$ cat src/common/sbl_pkg.sv
// Package: constants, types and register map of the sensor bus link slave
package sbl_pkg;

    // APB register byte offsets
    localparam logic [7:0] OFF_CMD     = 8'h00;
    localparam logic [7:0] OFF_RESP    = 8'h04;
    localparam logic [7:0] OFF_STATUS  = 8'h08;
    localparam logic [7:0] OFF_IRQ     = 8'h0c;
    localparam logic [7:0] OFF_MASK    = 8'h10;
    localparam logic [7:0] OFF_CTRL    = 8'h14;

    // Command word field positions (20-bit long word)
    localparam int CMD_NVW_POS   = 19;
    localparam int CMD_CLOSE_POS = 18;
    localparam int CMD_G_LSB     = 16;
    localparam int CMD_PA_LSB    = 12;
    localparam int CMD_A_LSB     = 8;
    localparam int CMD_OP_LSB    = 4;

    // Command opcodes
    localparam logic [3:0] OP_RINIT   = 4'hf;
    localparam logic [3:0] OP_FINIT   = 4'ha;
    localparam logic [3:0] OP_CLEAR   = 4'h1;
    localparam logic [3:0] GLOBAL_ADR = 4'h0;

    // Status bit positions
    localparam int ST_INIT    = 0;
    localparam int ST_GLOBAL  = 1;
    localparam int ST_SWITCH  = 2;
    localparam int ST_FAULT   = 3;
    localparam int ST_TESTING = 4;
    localparam int ST_NVW     = 5;

    // Interrupt event bit positions
    localparam int EV_RESP    = 0;
    localparam int EV_CRC     = 1;
    localparam int EV_FAULT   = 2;
    localparam int EV_CLOSED  = 3;
    localparam int EV_W       = 4;

    // Reset values
    localparam logic [EV_W-1:0] MASK_RST = 4'h0;
    localparam logic [3:0]      ADR_RST  = 4'h0;

    // Fault test timing
    localparam int  CLK_HZ        = 40_000_000;
    localparam int  FTEST_US      = 200;
    localparam int  FTEST_CYCLES  = (CLK_HZ / 1_000_000) * FTEST_US;
    localparam int  FTEST_W       = 13;

    typedef enum logic [1:0] {
        FT_IDLE = 2'b00,
        FT_RUN  = 2'b01,
        FT_DONE = 2'b10
    } sbl_ft_state_t;

    // One received command word with its CRC field
    typedef struct packed {
        logic        nvw;
        logic        close;
        logic [1:0]  grp;
        logic [3:0]  pa;
        logic [3:0]  adr;
        logic [3:0]  op;
        logic [3:0]  crc;
    } sbl_cmd_t;

    // Fault test request and outcome
    typedef struct packed {
        logic start;
        logic reverse;
    } sbl_ft_req_t;

    typedef struct packed {
        logic done;
        logic fault;
    } sbl_ft_res_t;

endpackage

$ cat src/verilog/sbl_fault_test.sv
// Bus switch fault test: timed pull-down with over-voltage sampling
`timescale 1ns/1ps
module sbl_fault_test
    import sbl_pkg::*;
#(
    parameter int TEST_CYCLES = FTEST_CYCLES
) (
    // Clock and reset
    input  wire logic        clk,
    input  wire logic        rst,
    // Request and result
    input  wire sbl_ft_req_t req,
    output sbl_ft_res_t      res,
    output logic             busy,
    // Analog side
    input  wire logic        over_up,
    input  wire logic        over_down,
    output logic             pull_up_en,
    output logic             pull_down_en
);

    sbl_ft_state_t       state;
    logic [FTEST_W-1:0]  count;
    logic                side_rev;
    logic                seen;

    ////////////////////////////////////////////////////////////////////////
    always_ff @(posedge clk or posedge rst) begin
        if (rst) begin
            state    <= FT_IDLE;
            count    <= '0;
            side_rev <= 1'b0;
            seen     <= 1'b0;
            res      <= '0;
        end else begin
            res.done <= 1'b0;
            case (state)
                FT_IDLE: begin
                    if (req.start) begin
                        state    <= FT_RUN;
                        side_rev <= req.reverse;
                        count    <= FTEST_W'(TEST_CYCLES - 1);
                        seen     <= 1'b0;
                    end
                end
                FT_RUN: begin
                    // Sample the tested side only
                    if (side_rev ? over_up : over_down) begin
                        seen <= 1'b1;
                    end
                    if (count == '0) begin
                        state <= FT_DONE;
                    end else begin
                        count <= count - 1'b1;
                    end
                end
                FT_DONE: begin
                    res.done  <= 1'b1;
                    res.fault <= seen;
                    state     <= FT_IDLE;
                end
                default: state <= FT_IDLE;
            endcase
        end
    end

    ////////////////////////////////////////////////////////////////////////
    always_ff @(posedge clk or posedge rst) begin
        if (rst) begin
            pull_up_en   <= 1'b0;
            pull_down_en <= 1'b0;
        end else begin
            pull_up_en   <= (state == FT_RUN) &&  side_rev;
            pull_down_en <= (state == FT_RUN) && !side_rev;
        end
    end

    assign busy = (state != FT_IDLE);

endmodule // sbl_fault_test

$ cat src/verilog/sbl_link_init.sv
// Sensor bus slave: response timing, error recovery, switch test, init
//
// Summary of operation
// - Response goes out during next command message
// - Corrupted word gives silent next frame
// - Fault test once per init, only with close request
// - Close switch only if test finds no fault, or untested when both sides active
// - Test downstream on forward, upstream on reverse
// - Test regardless of programmed address
// - Skip test when both sides active
// - Global-address init takes address zero
// - Global init keeps switch open, ignores bits
// - Global init executes but never responds
// - Global init refuses re-init until Clear
// - Initialized slave ignores init until Clear
// - Upstream short reported in reverse response
//
// Our own choices: the APB register port and the register addresses.
`timescale 1ns/1ps
module sbl_link_init
    import sbl_pkg::*;
#(
    parameter int TEST_CYCLES = FTEST_CYCLES
) (
    // Clock and reset
    input  wire logic        CLOCK,
    input  wire logic        RST,
    // APB slave
    input  wire logic        PSEL,
    input  wire logic        PENABLE,
    input  wire logic        PWRITE,
    input  wire logic [7:0]  PADDR,
    input  wire logic [31:0] PWDATA,
    output logic [31:0]      PRDATA,
    output logic             PREADY,
    output logic             PSLVERR,
    // Received frame from the bus receiver
    input  wire logic        FRAME_END,
    input  wire logic [19:0] FRAME_WORD,
    input  wire logic        FRAME_CRC_OK,
    // Response word for the next frame
    output logic [15:0]      RESP_WORD,
    output logic             RESP_VALID,
    // Bus sides and switch
    input  wire logic        UPSTREAM_ACTIVE,
    input  wire logic        DOWNSTREAM_ACTIVE,
    input  wire logic        OVER_UPSTREAM,
    input  wire logic        OVER_DOWNSTREAM,
    output logic             PULL_UPSTREAM_EN,
    output logic             PULL_DOWNSTREAM_EN,
    output logic             SWITCH_CLOSED,
    output logic             HIGH_DRIVE_OUTPUT_PIN,
    // Interrupt
    output logic             IRQ
);

    // Input synchronisers
    logic [1:0]  up_act_s;
    logic [1:0]  dn_act_s;
    logic [1:0]  ov_up_s;
    logic [1:0]  ov_dn_s;

    // Link state
    sbl_cmd_t    cmd;
    logic        frame_ok;
    logic        initialized;
    logic        global_init;
    logic [3:0]  own_adr;
    logic [1:0]  group;
    logic        switch_close_request;
    logic        nonvolatile_write_allow;
    logic        bus_fault_flag;
    logic        init_rev;
    logic [15:0] pending;
    logic        pending_valid;

    // Register file
    logic [EV_W-1:0] irq_stat;
    logic [EV_W-1:0] irq_mask;
    logic [EV_W-1:0] ev;
    logic            force_silent;

    // Fault test link
    sbl_ft_req_t ft_req;
    sbl_ft_res_t ft_res;
    logic        ft_busy;
    logic        ft_up_en;
    logic        ft_dn_en;

    logic        apb_wr;
    logic        apb_rd;
    logic        is_init;
    logic        addressed;

    function automatic logic [15:0] resp_of(input logic [3:0] a,
                                            input logic        fault,
                                            input logic        nvw,
                                            input logic        close,
                                            input logic [1:0]  g,
                                            input logic [3:0]  pa);
        resp_of = {a, 3'h0, fault, nvw, close, g, pa};
    endfunction

    ////////////////////////////////////////////////////////////////////////
    always_ff @(posedge CLOCK or posedge RST) begin
        if (RST) begin
            up_act_s <= 2'h0;
            dn_act_s <= 2'h0;
            ov_up_s  <= 2'h0;
            ov_dn_s  <= 2'h0;
        end else begin
            up_act_s <= {up_act_s[0], UPSTREAM_ACTIVE};
            dn_act_s <= {dn_act_s[0], DOWNSTREAM_ACTIVE};
            ov_up_s  <= {ov_up_s[0], OVER_UPSTREAM};
            ov_dn_s  <= {ov_dn_s[0], OVER_DOWNSTREAM};
        end
    end

    assign cmd       = FRAME_WORD;
    assign frame_ok  = FRAME_END && FRAME_CRC_OK;
    assign is_init   = (cmd.op == OP_FINIT) || (cmd.op == OP_RINIT);
    assign addressed = (cmd.adr == own_adr);
    assign apb_wr    = PSEL && PENABLE && PWRITE;
    assign apb_rd    = PSEL && !PWRITE;

    ////////////////////////////////////////////////////////////////////////
    // Initialization and Clear handling
    always_ff @(posedge CLOCK or posedge RST) begin
        if (RST) begin
            initialized             <= 1'b0;
            global_init             <= 1'b0;
            own_adr                 <= ADR_RST;
            group                   <= 2'h0;
            switch_close_request    <= 1'b0;
            nonvolatile_write_allow <= 1'b0;
            init_rev                <= 1'b0;
        end else if (frame_ok) begin
            if (cmd.op == OP_CLEAR && addressed) begin
                initialized             <= 1'b0;
                global_init             <= 1'b0;
                own_adr                 <= ADR_RST;
                switch_close_request    <= 1'b0;
                nonvolatile_write_allow <= 1'b0;
            end else if (is_init && !initialized) begin
                initialized <= 1'b1;
                init_rev    <= (cmd.op == OP_RINIT);
                if (cmd.adr == GLOBAL_ADR) begin
                    global_init             <= 1'b1;
                    own_adr                 <= GLOBAL_ADR;
                    switch_close_request    <= 1'b0;
                    nonvolatile_write_allow <= 1'b0;
                end else begin
                    own_adr                 <= cmd.pa;
                    group                   <= cmd.grp;
                    switch_close_request    <= cmd.close;
                    nonvolatile_write_allow <= cmd.nvw;
                end
            end
        end
    end

    // Start test once per accepted init, no matter if programmed
    assign ft_req.start   = frame_ok && is_init && !initialized && cmd.adr != GLOBAL_ADR
                            && cmd.close && !(up_act_s[1] && dn_act_s[1]);
    assign ft_req.reverse = (cmd.op == OP_RINIT);

    sbl_fault_test #(
        .TEST_CYCLES (TEST_CYCLES)
    ) u_ftest (
        .clk          (CLOCK),
        .rst          (RST),
        .req          (ft_req),
        .res          (ft_res),
        .busy         (ft_busy),
        .over_up      (ov_up_s[1]),
        .over_down    (ov_dn_s[1]),
        .pull_up_en   (ft_up_en),
        .pull_down_en (ft_dn_en)
    );

    ////////////////////////////////////////////////////////////////////////
    // Switch and fault flag
    always_ff @(posedge CLOCK or posedge RST) begin
        if (RST) begin
            SWITCH_CLOSED  <= 1'b0;
            bus_fault_flag <= 1'b0;
        end else if (frame_ok && cmd.op == OP_CLEAR && addressed) begin
            SWITCH_CLOSED  <= 1'b0;
            bus_fault_flag <= 1'b0;
        end else if (ft_res.done) begin
            SWITCH_CLOSED  <= !ft_res.fault && !global_init;
            bus_fault_flag <= ft_res.fault && init_rev;
        end else if (frame_ok && is_init && !initialized && cmd.adr != GLOBAL_ADR
                     && cmd.close && up_act_s[1] && dn_act_s[1]) begin
            SWITCH_CLOSED <= 1'b1;
        end
    end

    ////////////////////////////////////////////////////////////////////////
    // Pull-down drive and high-drive output
    always_ff @(posedge CLOCK or posedge RST) begin
        if (RST) begin
            PULL_UPSTREAM_EN      <= 1'b0;
            PULL_DOWNSTREAM_EN    <= 1'b0;
            HIGH_DRIVE_OUTPUT_PIN <= 1'b0;
        end else begin
            PULL_UPSTREAM_EN   <= ft_up_en;
            PULL_DOWNSTREAM_EN <= ft_dn_en;
            if (frame_ok && initialized && addressed) begin
                // Executed even after a global init
                if (cmd.op == OP_CLEAR) begin
                    HIGH_DRIVE_OUTPUT_PIN <= 1'b0;
                end else if (cmd.op == 4'hc) begin
                    HIGH_DRIVE_OUTPUT_PIN <= cmd.crc[3];
                end
            end
        end
    end

    ////////////////////////////////////////////////////////////////////////
    // Response staging: prepared now, shifted out during the next frame
    always_ff @(posedge CLOCK or posedge RST) begin
        if (RST) begin
            pending       <= 16'h0000;
            pending_valid <= 1'b0;
        end else if (FRAME_END) begin
            if (!FRAME_CRC_OK || force_silent) begin
                pending       <= 16'h0000;
                pending_valid <= 1'b0;
            end else if (is_init && !initialized && cmd.adr != GLOBAL_ADR) begin
                pending       <= resp_of(cmd.pa, 1'b0, cmd.nvw, cmd.close, 2'h0, cmd.pa);
                pending_valid <= 1'b1;
            end else if (initialized && addressed && !global_init) begin
                pending       <= resp_of(own_adr, bus_fault_flag, nonvolatile_write_allow,
                                         SWITCH_CLOSED, 2'h0, own_adr);
                pending_valid <= 1'b1;
            end else begin
                pending       <= 16'h0000;
                pending_valid <= 1'b0;
            end
        end
    end

    // Word presented across the whole following message
    always_ff @(posedge CLOCK or posedge RST) begin
        if (RST) begin
            RESP_WORD  <= 16'h0000;
            RESP_VALID <= 1'b0;
        end else begin
            RESP_WORD  <= pending;
            RESP_VALID <= pending_valid;
        end
    end

    ////////////////////////////////////////////////////////////////////////
    // Events and interrupt
    assign ev[EV_RESP]   = FRAME_END && frame_ok;
    assign ev[EV_CRC]    = FRAME_END && !FRAME_CRC_OK;
    assign ev[EV_FAULT]  = ft_res.done && ft_res.fault;
    assign ev[EV_CLOSED] = ft_res.done && !ft_res.fault;

    always_ff @(posedge CLOCK or posedge RST) begin
        if (RST) begin
            irq_stat     <= '0;
            irq_mask     <= MASK_RST;
            force_silent <= 1'b0;
        end else begin
            // Set wins over write-one-to-clear
            if (apb_wr && PADDR == OFF_IRQ) begin
                irq_stat <= (irq_stat & ~PWDATA[EV_W-1:0]) | ev;
            end else begin
                irq_stat <= irq_stat | ev;
            end
            if (apb_wr && PADDR == OFF_MASK) begin
                irq_mask <= PWDATA[EV_W-1:0];
            end
            if (apb_wr && PADDR == OFF_CTRL) begin
                force_silent <= PWDATA[0];
            end
        end
    end

    always_ff @(posedge CLOCK or posedge RST) begin
        if (RST) begin
            IRQ <= 1'b0;
        end else begin
            IRQ <= |((irq_stat | ev) & irq_mask);
        end
    end

    ////////////////////////////////////////////////////////////////////////
    // APB: answers in the access cycle after setup, no wait states
    always_ff @(posedge CLOCK or posedge RST) begin
        if (RST) begin
            PRDATA  <= 32'h0000_0000;
            PREADY  <= 1'b0;
            PSLVERR <= 1'b0;
        end else begin
            PREADY  <= PSEL && !PENABLE;
            PSLVERR <= PSEL && !PENABLE && !(PADDR inside {OFF_CMD, OFF_RESP, OFF_STATUS,
                                                          OFF_IRQ, OFF_MASK, OFF_CTRL});
            PRDATA  <= 32'h0000_0000;
            if (apb_rd && !PENABLE) begin
                case (PADDR)
                    OFF_CMD:    PRDATA <= {20'h00000, own_adr, 2'h0, group,
                                           3'h0, initialized};
                    OFF_RESP:   PRDATA <= {15'h0000, pending_valid, pending};
                    OFF_STATUS: PRDATA <= {26'h0000000, nonvolatile_write_allow, ft_busy,
                                           bus_fault_flag, SWITCH_CLOSED, global_init,
                                           initialized};
                    OFF_IRQ:    PRDATA <= {28'h0000000, irq_stat};
                    OFF_MASK:   PRDATA <= {28'h0000000, irq_mask};
                    OFF_CTRL:   PRDATA <= {31'h00000000, force_silent};
                    default:    PRDATA <= 32'h0000_0000;
                endcase
            end
        end
    end

endmodule // sbl_link_init

$ cat config.mk
export PLATFORM = sky130hd
export DESIGN_NAME = sbl_link_init
export DESIGN_NICKNAME = d
export VERILOG_FILES = /design/src/common/sbl_pkg.sv /design/src/verilog/sbl_fault_test.sv /design/src/verilog/sbl_link_init.sv
export SDC_FILE = /design/constraint.sdc
export NUM_CORES = 1
export LEC_CHECK = 0
export BUFFER_PORTS_ARGS = -buffer_cell sky130_fd_sc_hd__buf_4
export CORE_MARGIN = 2
export CORE_UTILIZATION = 50
export DETAILED_ROUTE_END_ITERATION = 16
export PLACE_DENSITY = 0.82
export SLEW_MARGIN = 20
export SYNTH_ARGS = -nofsm -noshare
export SYNTH_HDL_FRONTEND = slang
export SYNTH_HIERARCHICAL = 1
export SYNTH_SLANG_ARGS = --single-unit
$ cat constraint.sdc
create_clock -name CLOCK -period 2.4 [get_ports CLOCK]
set_input_delay 0.48 -clock CLOCK [delete_from_list [all_inputs] [get_ports CLOCK]]
set_output_delay 0.48 -clock CLOCK [all_outputs]
set_load 0.05 [all_outputs]
==> results by group <==
Status
  • Run status: finished clean

Route
  • WL met3: 568 um
  • Highest Signal Layer: met4
  • DR iter-0 viols: 205
  • Met1 wire length: 3450 um
  • Final ANT Viol Nets: 0
  • Drt via density: 5.41
  • DR vias: 2917
  • WL/cell: 15.4 um
  • Final WL: 8310 um
  • Pre-antenna DRT Iters: 4
  • DRC Markers: 0
  • Met2 routed WL: 4140 um

Setup path
  • CP arrival: 2.17 ns
  • Reg2Reg Depth: 4
  • CP required: 2.65 ns
  • Reg2Reg Setup Slack: 0.48 ns
  • Setup crit start kind: flip-flop
  • Crit Path Max Fanout: 6
  • CP Capture Type: flip-flop
  • Setup CP Type: flip-flop to flip-flop
  • Worst r2r src: own_adr[0]
  • FF-to-FF End: own_adr[0]

STA
  • Fin. Hold Viols: 0
  • FMAX: 521 MHz
  • Slew of the pin with the lowest slew margin: 0.795 ns
  • Setup_tns: 0 ns
  • Worst Setup Slack, final: 0.482 ns
  • Max-slew violation count: 0
  • Relative slew margins: 47.0%
  • Worst clock skew: 0.00571 ns
  • Setup violators final: 0
  • Crit path time final: 1.92 ns
  • Fin crit share: 79.9%
  • RSZ-0062 raised after global routing: false

Yosys
  • Yosys warnings: 6
  • Count of cell types in the netlist: 54
  • Async set-reset flop share out of synthesis: 100%
  • Syn Area/Cell: 11.6 um^2
  • Post-synth EDFFs: 0
  • Synth Instances: 352
  • Yosys reg bits: 89
  • Post-synth top flop: dfrtp_1
  • Cell Area, Synth: 4090 um^2
  • Sequential share of the synthesized area: 54.4%

Die
  • Core Region: 7850 um^2
  • # IOs: 127
  • Starting Density: 52.1%
  • Chip Height: 94.5 um
  • Die Wd: 94.5 um
  • Die area: 8920 um^2
  • Site row count: 32

Final layout
  • Post-layout net count: 505
  • Final core utilization: 62.3%
  • Area delta synth->final: 19.5%
  • Non-Filler Instances: 539
  • Antenna Diode Count: 0
  • Commonest non-fill, non-tap cell in the layout: dfrtp_1
  • Layout cells sized above 1: 29.7%
  • Commonest non-fill, non-tap cells in the layout: 89 x dfrtp_1, 82 x buf_4, 24 x nor2_1

Power and ir drop
  • Power density cells: 604 nW/um^2
  • Internal Power: 2.15 mW
  • Flop pwr share: 53.7%
  • Clock Power Share: 34.9%
  • Combinational power share: 11.5%
  • Switching Power: 808 uW
  • Pleak: 2.39 nW
  • Maximum vdd drop: 0.000316 V
  • Sw frac: 27.3%

Global routing
  • Largest net degree at the start of global routing: 28
  • Vias in the first global route: 2860
  • Remaining Overflow, GRT: 0
  • Initial antenna violation count: 0
  • Total track usage: 20.4%
  • First-pass GRT wire length: 13900 um

Flow run
  • Max-cap viol count: 0

CTS
  • Clock net sink count: 89
  • Postcts setup bufs: 0
  • Num CTS Buffers: 9
  • Worst-path clk slew: 0.09 ns
  • Post-cts sizing count: 0
  • Clk_lat worst skew: 0.35 ns
  • Post-CTS Hold Fix Bufs: 0
  • Root buffer cell: clkbuf_8
  • CTS tree: done
  • Clock buffer depth: 2
  • H-tree depth: 3

Place
  • # port buffers: 75
  • Setup slack after placement: 0.347 ns
  • Hpwl dp: 6340 um
  • Placed insts: 523
  • Gpl congestion: 0.862

Hold path
  • Worst hold path class: input pin to asynchronous set/reset pin
critical path, stage by stage (launching register included):
cell and delay [ns]:
dfrtp_1 0.45, xor2_1 0.19, nor4_2 0.49, nand3_1 0.34
a32o_1 0.34
cell type report:
cell class / instances / area [um^2]
clock buffer: 9 / 124
clock inverter: 7 / 77.6
fill: 625 / 2960
inverter: 11 / 41.3
multi-input combinational: 239 / 1680
sequential: 89 / 2230
tap: 102 / 128
timing repair buffer: 82 / 616
cell usage after synthesis, types with 2 or more instances:
cell type,number,area (um^2)
a21o_1,3,22.5
a21oi_1,12,60.1
a221o_1,6,60.1
a22o_1,2,17.5
a31oi_1,5,31.3
a32o_1,5,50.1
a32oi_1,2,17.5
and2_1,11,68.8
and3_1,7,43.8
and4_1,5,43.8
buf_2,4,20.0
buf_4,24,180
clkbuf_1,3,11.3
dfrtp_1,89,2230
ha_1,2,25.0
inv_1,11,41.3
mux2_2,9,101
mux2_4,4,60.1
mux2i_1,13,130
nand2_1,18,67.6
nand2b_1,6,37.5
nand3_1,5,25.0
nand3b_1,3,22.5
nand4_1,3,18.8
nor2_1,24,90.1
nor2b_1,12,75.1
nor3_1,5,25.0
nor4_1,7,43.8
nor4_2,3,37.5
nor4_4,5,106
o21ai_0,13,65.1
o21ai_1,2,10.0
or2_2,3,18.8
or3_1,2,12.5
or4_4,2,22.5
xor2_1,4,35.0
cells by family (layout without fill, tap and decap cells):
group / after synthesis / after routing / share of synthesized area, %
mux: 26 / 26 / 7.13
other cells: 1 / 20 / 0.0917
xor+xnor: 5 / 5 / 1.25
buf+inv: 43 / 109 / 6.30
fa+ha+maj: 2 / 2 / 0.612
simple gates: 130 / 130 / 20.8
flops: 89 / 89 / 54.4
compound gates: 56 / 56 / 9.39
how the worst max path moves through the flow:
stage                  start                    end  slack [ns]  cells past startpoint
3_3_place_gp   FRAME_WORD[9]             own_adr[1]        0.37                      5
6_report          own_adr[0]             own_adr[0]        0.48                      4
4_1_cts           own_adr[0]             own_adr[1]        0.51                      4
2_1_floorplan            RST  HIGH_DRIVE_OUTPUT_PIN        0.21                      1
3_5_place_dp   FRAME_WORD[9]             own_adr[1]        0.35                      5
5_1_grt           own_adr[0]             own_adr[1]        0.35                      4
power by group through the flow:
stage / Sequential (mW) / Combinational (mW) / Clock [mW]
finish: 1.59 / 0.339 / 1.03
detailed placement: 1.62 / 0.341 / 0
global placement: 1.61 / 0.328 / 0
global route: 1.59 / 0.374 / 1.13
floorplan: 1.63 / 0.230 / 0
CTS: 1.59 / 0.341 / 1.05
state kept, by name, summed over array words and instances, names as in the netlist, 4 cells and up:
register       flops
PRDATA            17
u_ftest/count     13
RESP_WORD          7
pending            7
irq_mask           4
irq_stat           4
own_adr            4
per-layer routing:
| metal | vias up | track usage, % |
|---|---|---|
| li1 | 1373 | - |
| met1 | 1407 | 25.7 |
| met2 | 119 | 34.2 |
| met3 | 18 | 5.51 |
| met4 | 0 | 6.88 |
| met5 | - | 0 |
stage by stage:
stage | cell area [um^2] | power, mW | hold slack (ns)
final | 4890 | 2.96 | 0.148
after global routing | 4890 | 3.10 | 0.176
after CTS | 4890 | 2.98 | 0.161
after detailed placement | 4690 | 1.96 | 0.335
after global placement | 4690 | 1.94 | 0.334
after floorplan | 4160 | 1.86 | 0.331
No activity file was read; power rests on OpenSTA's default activity.
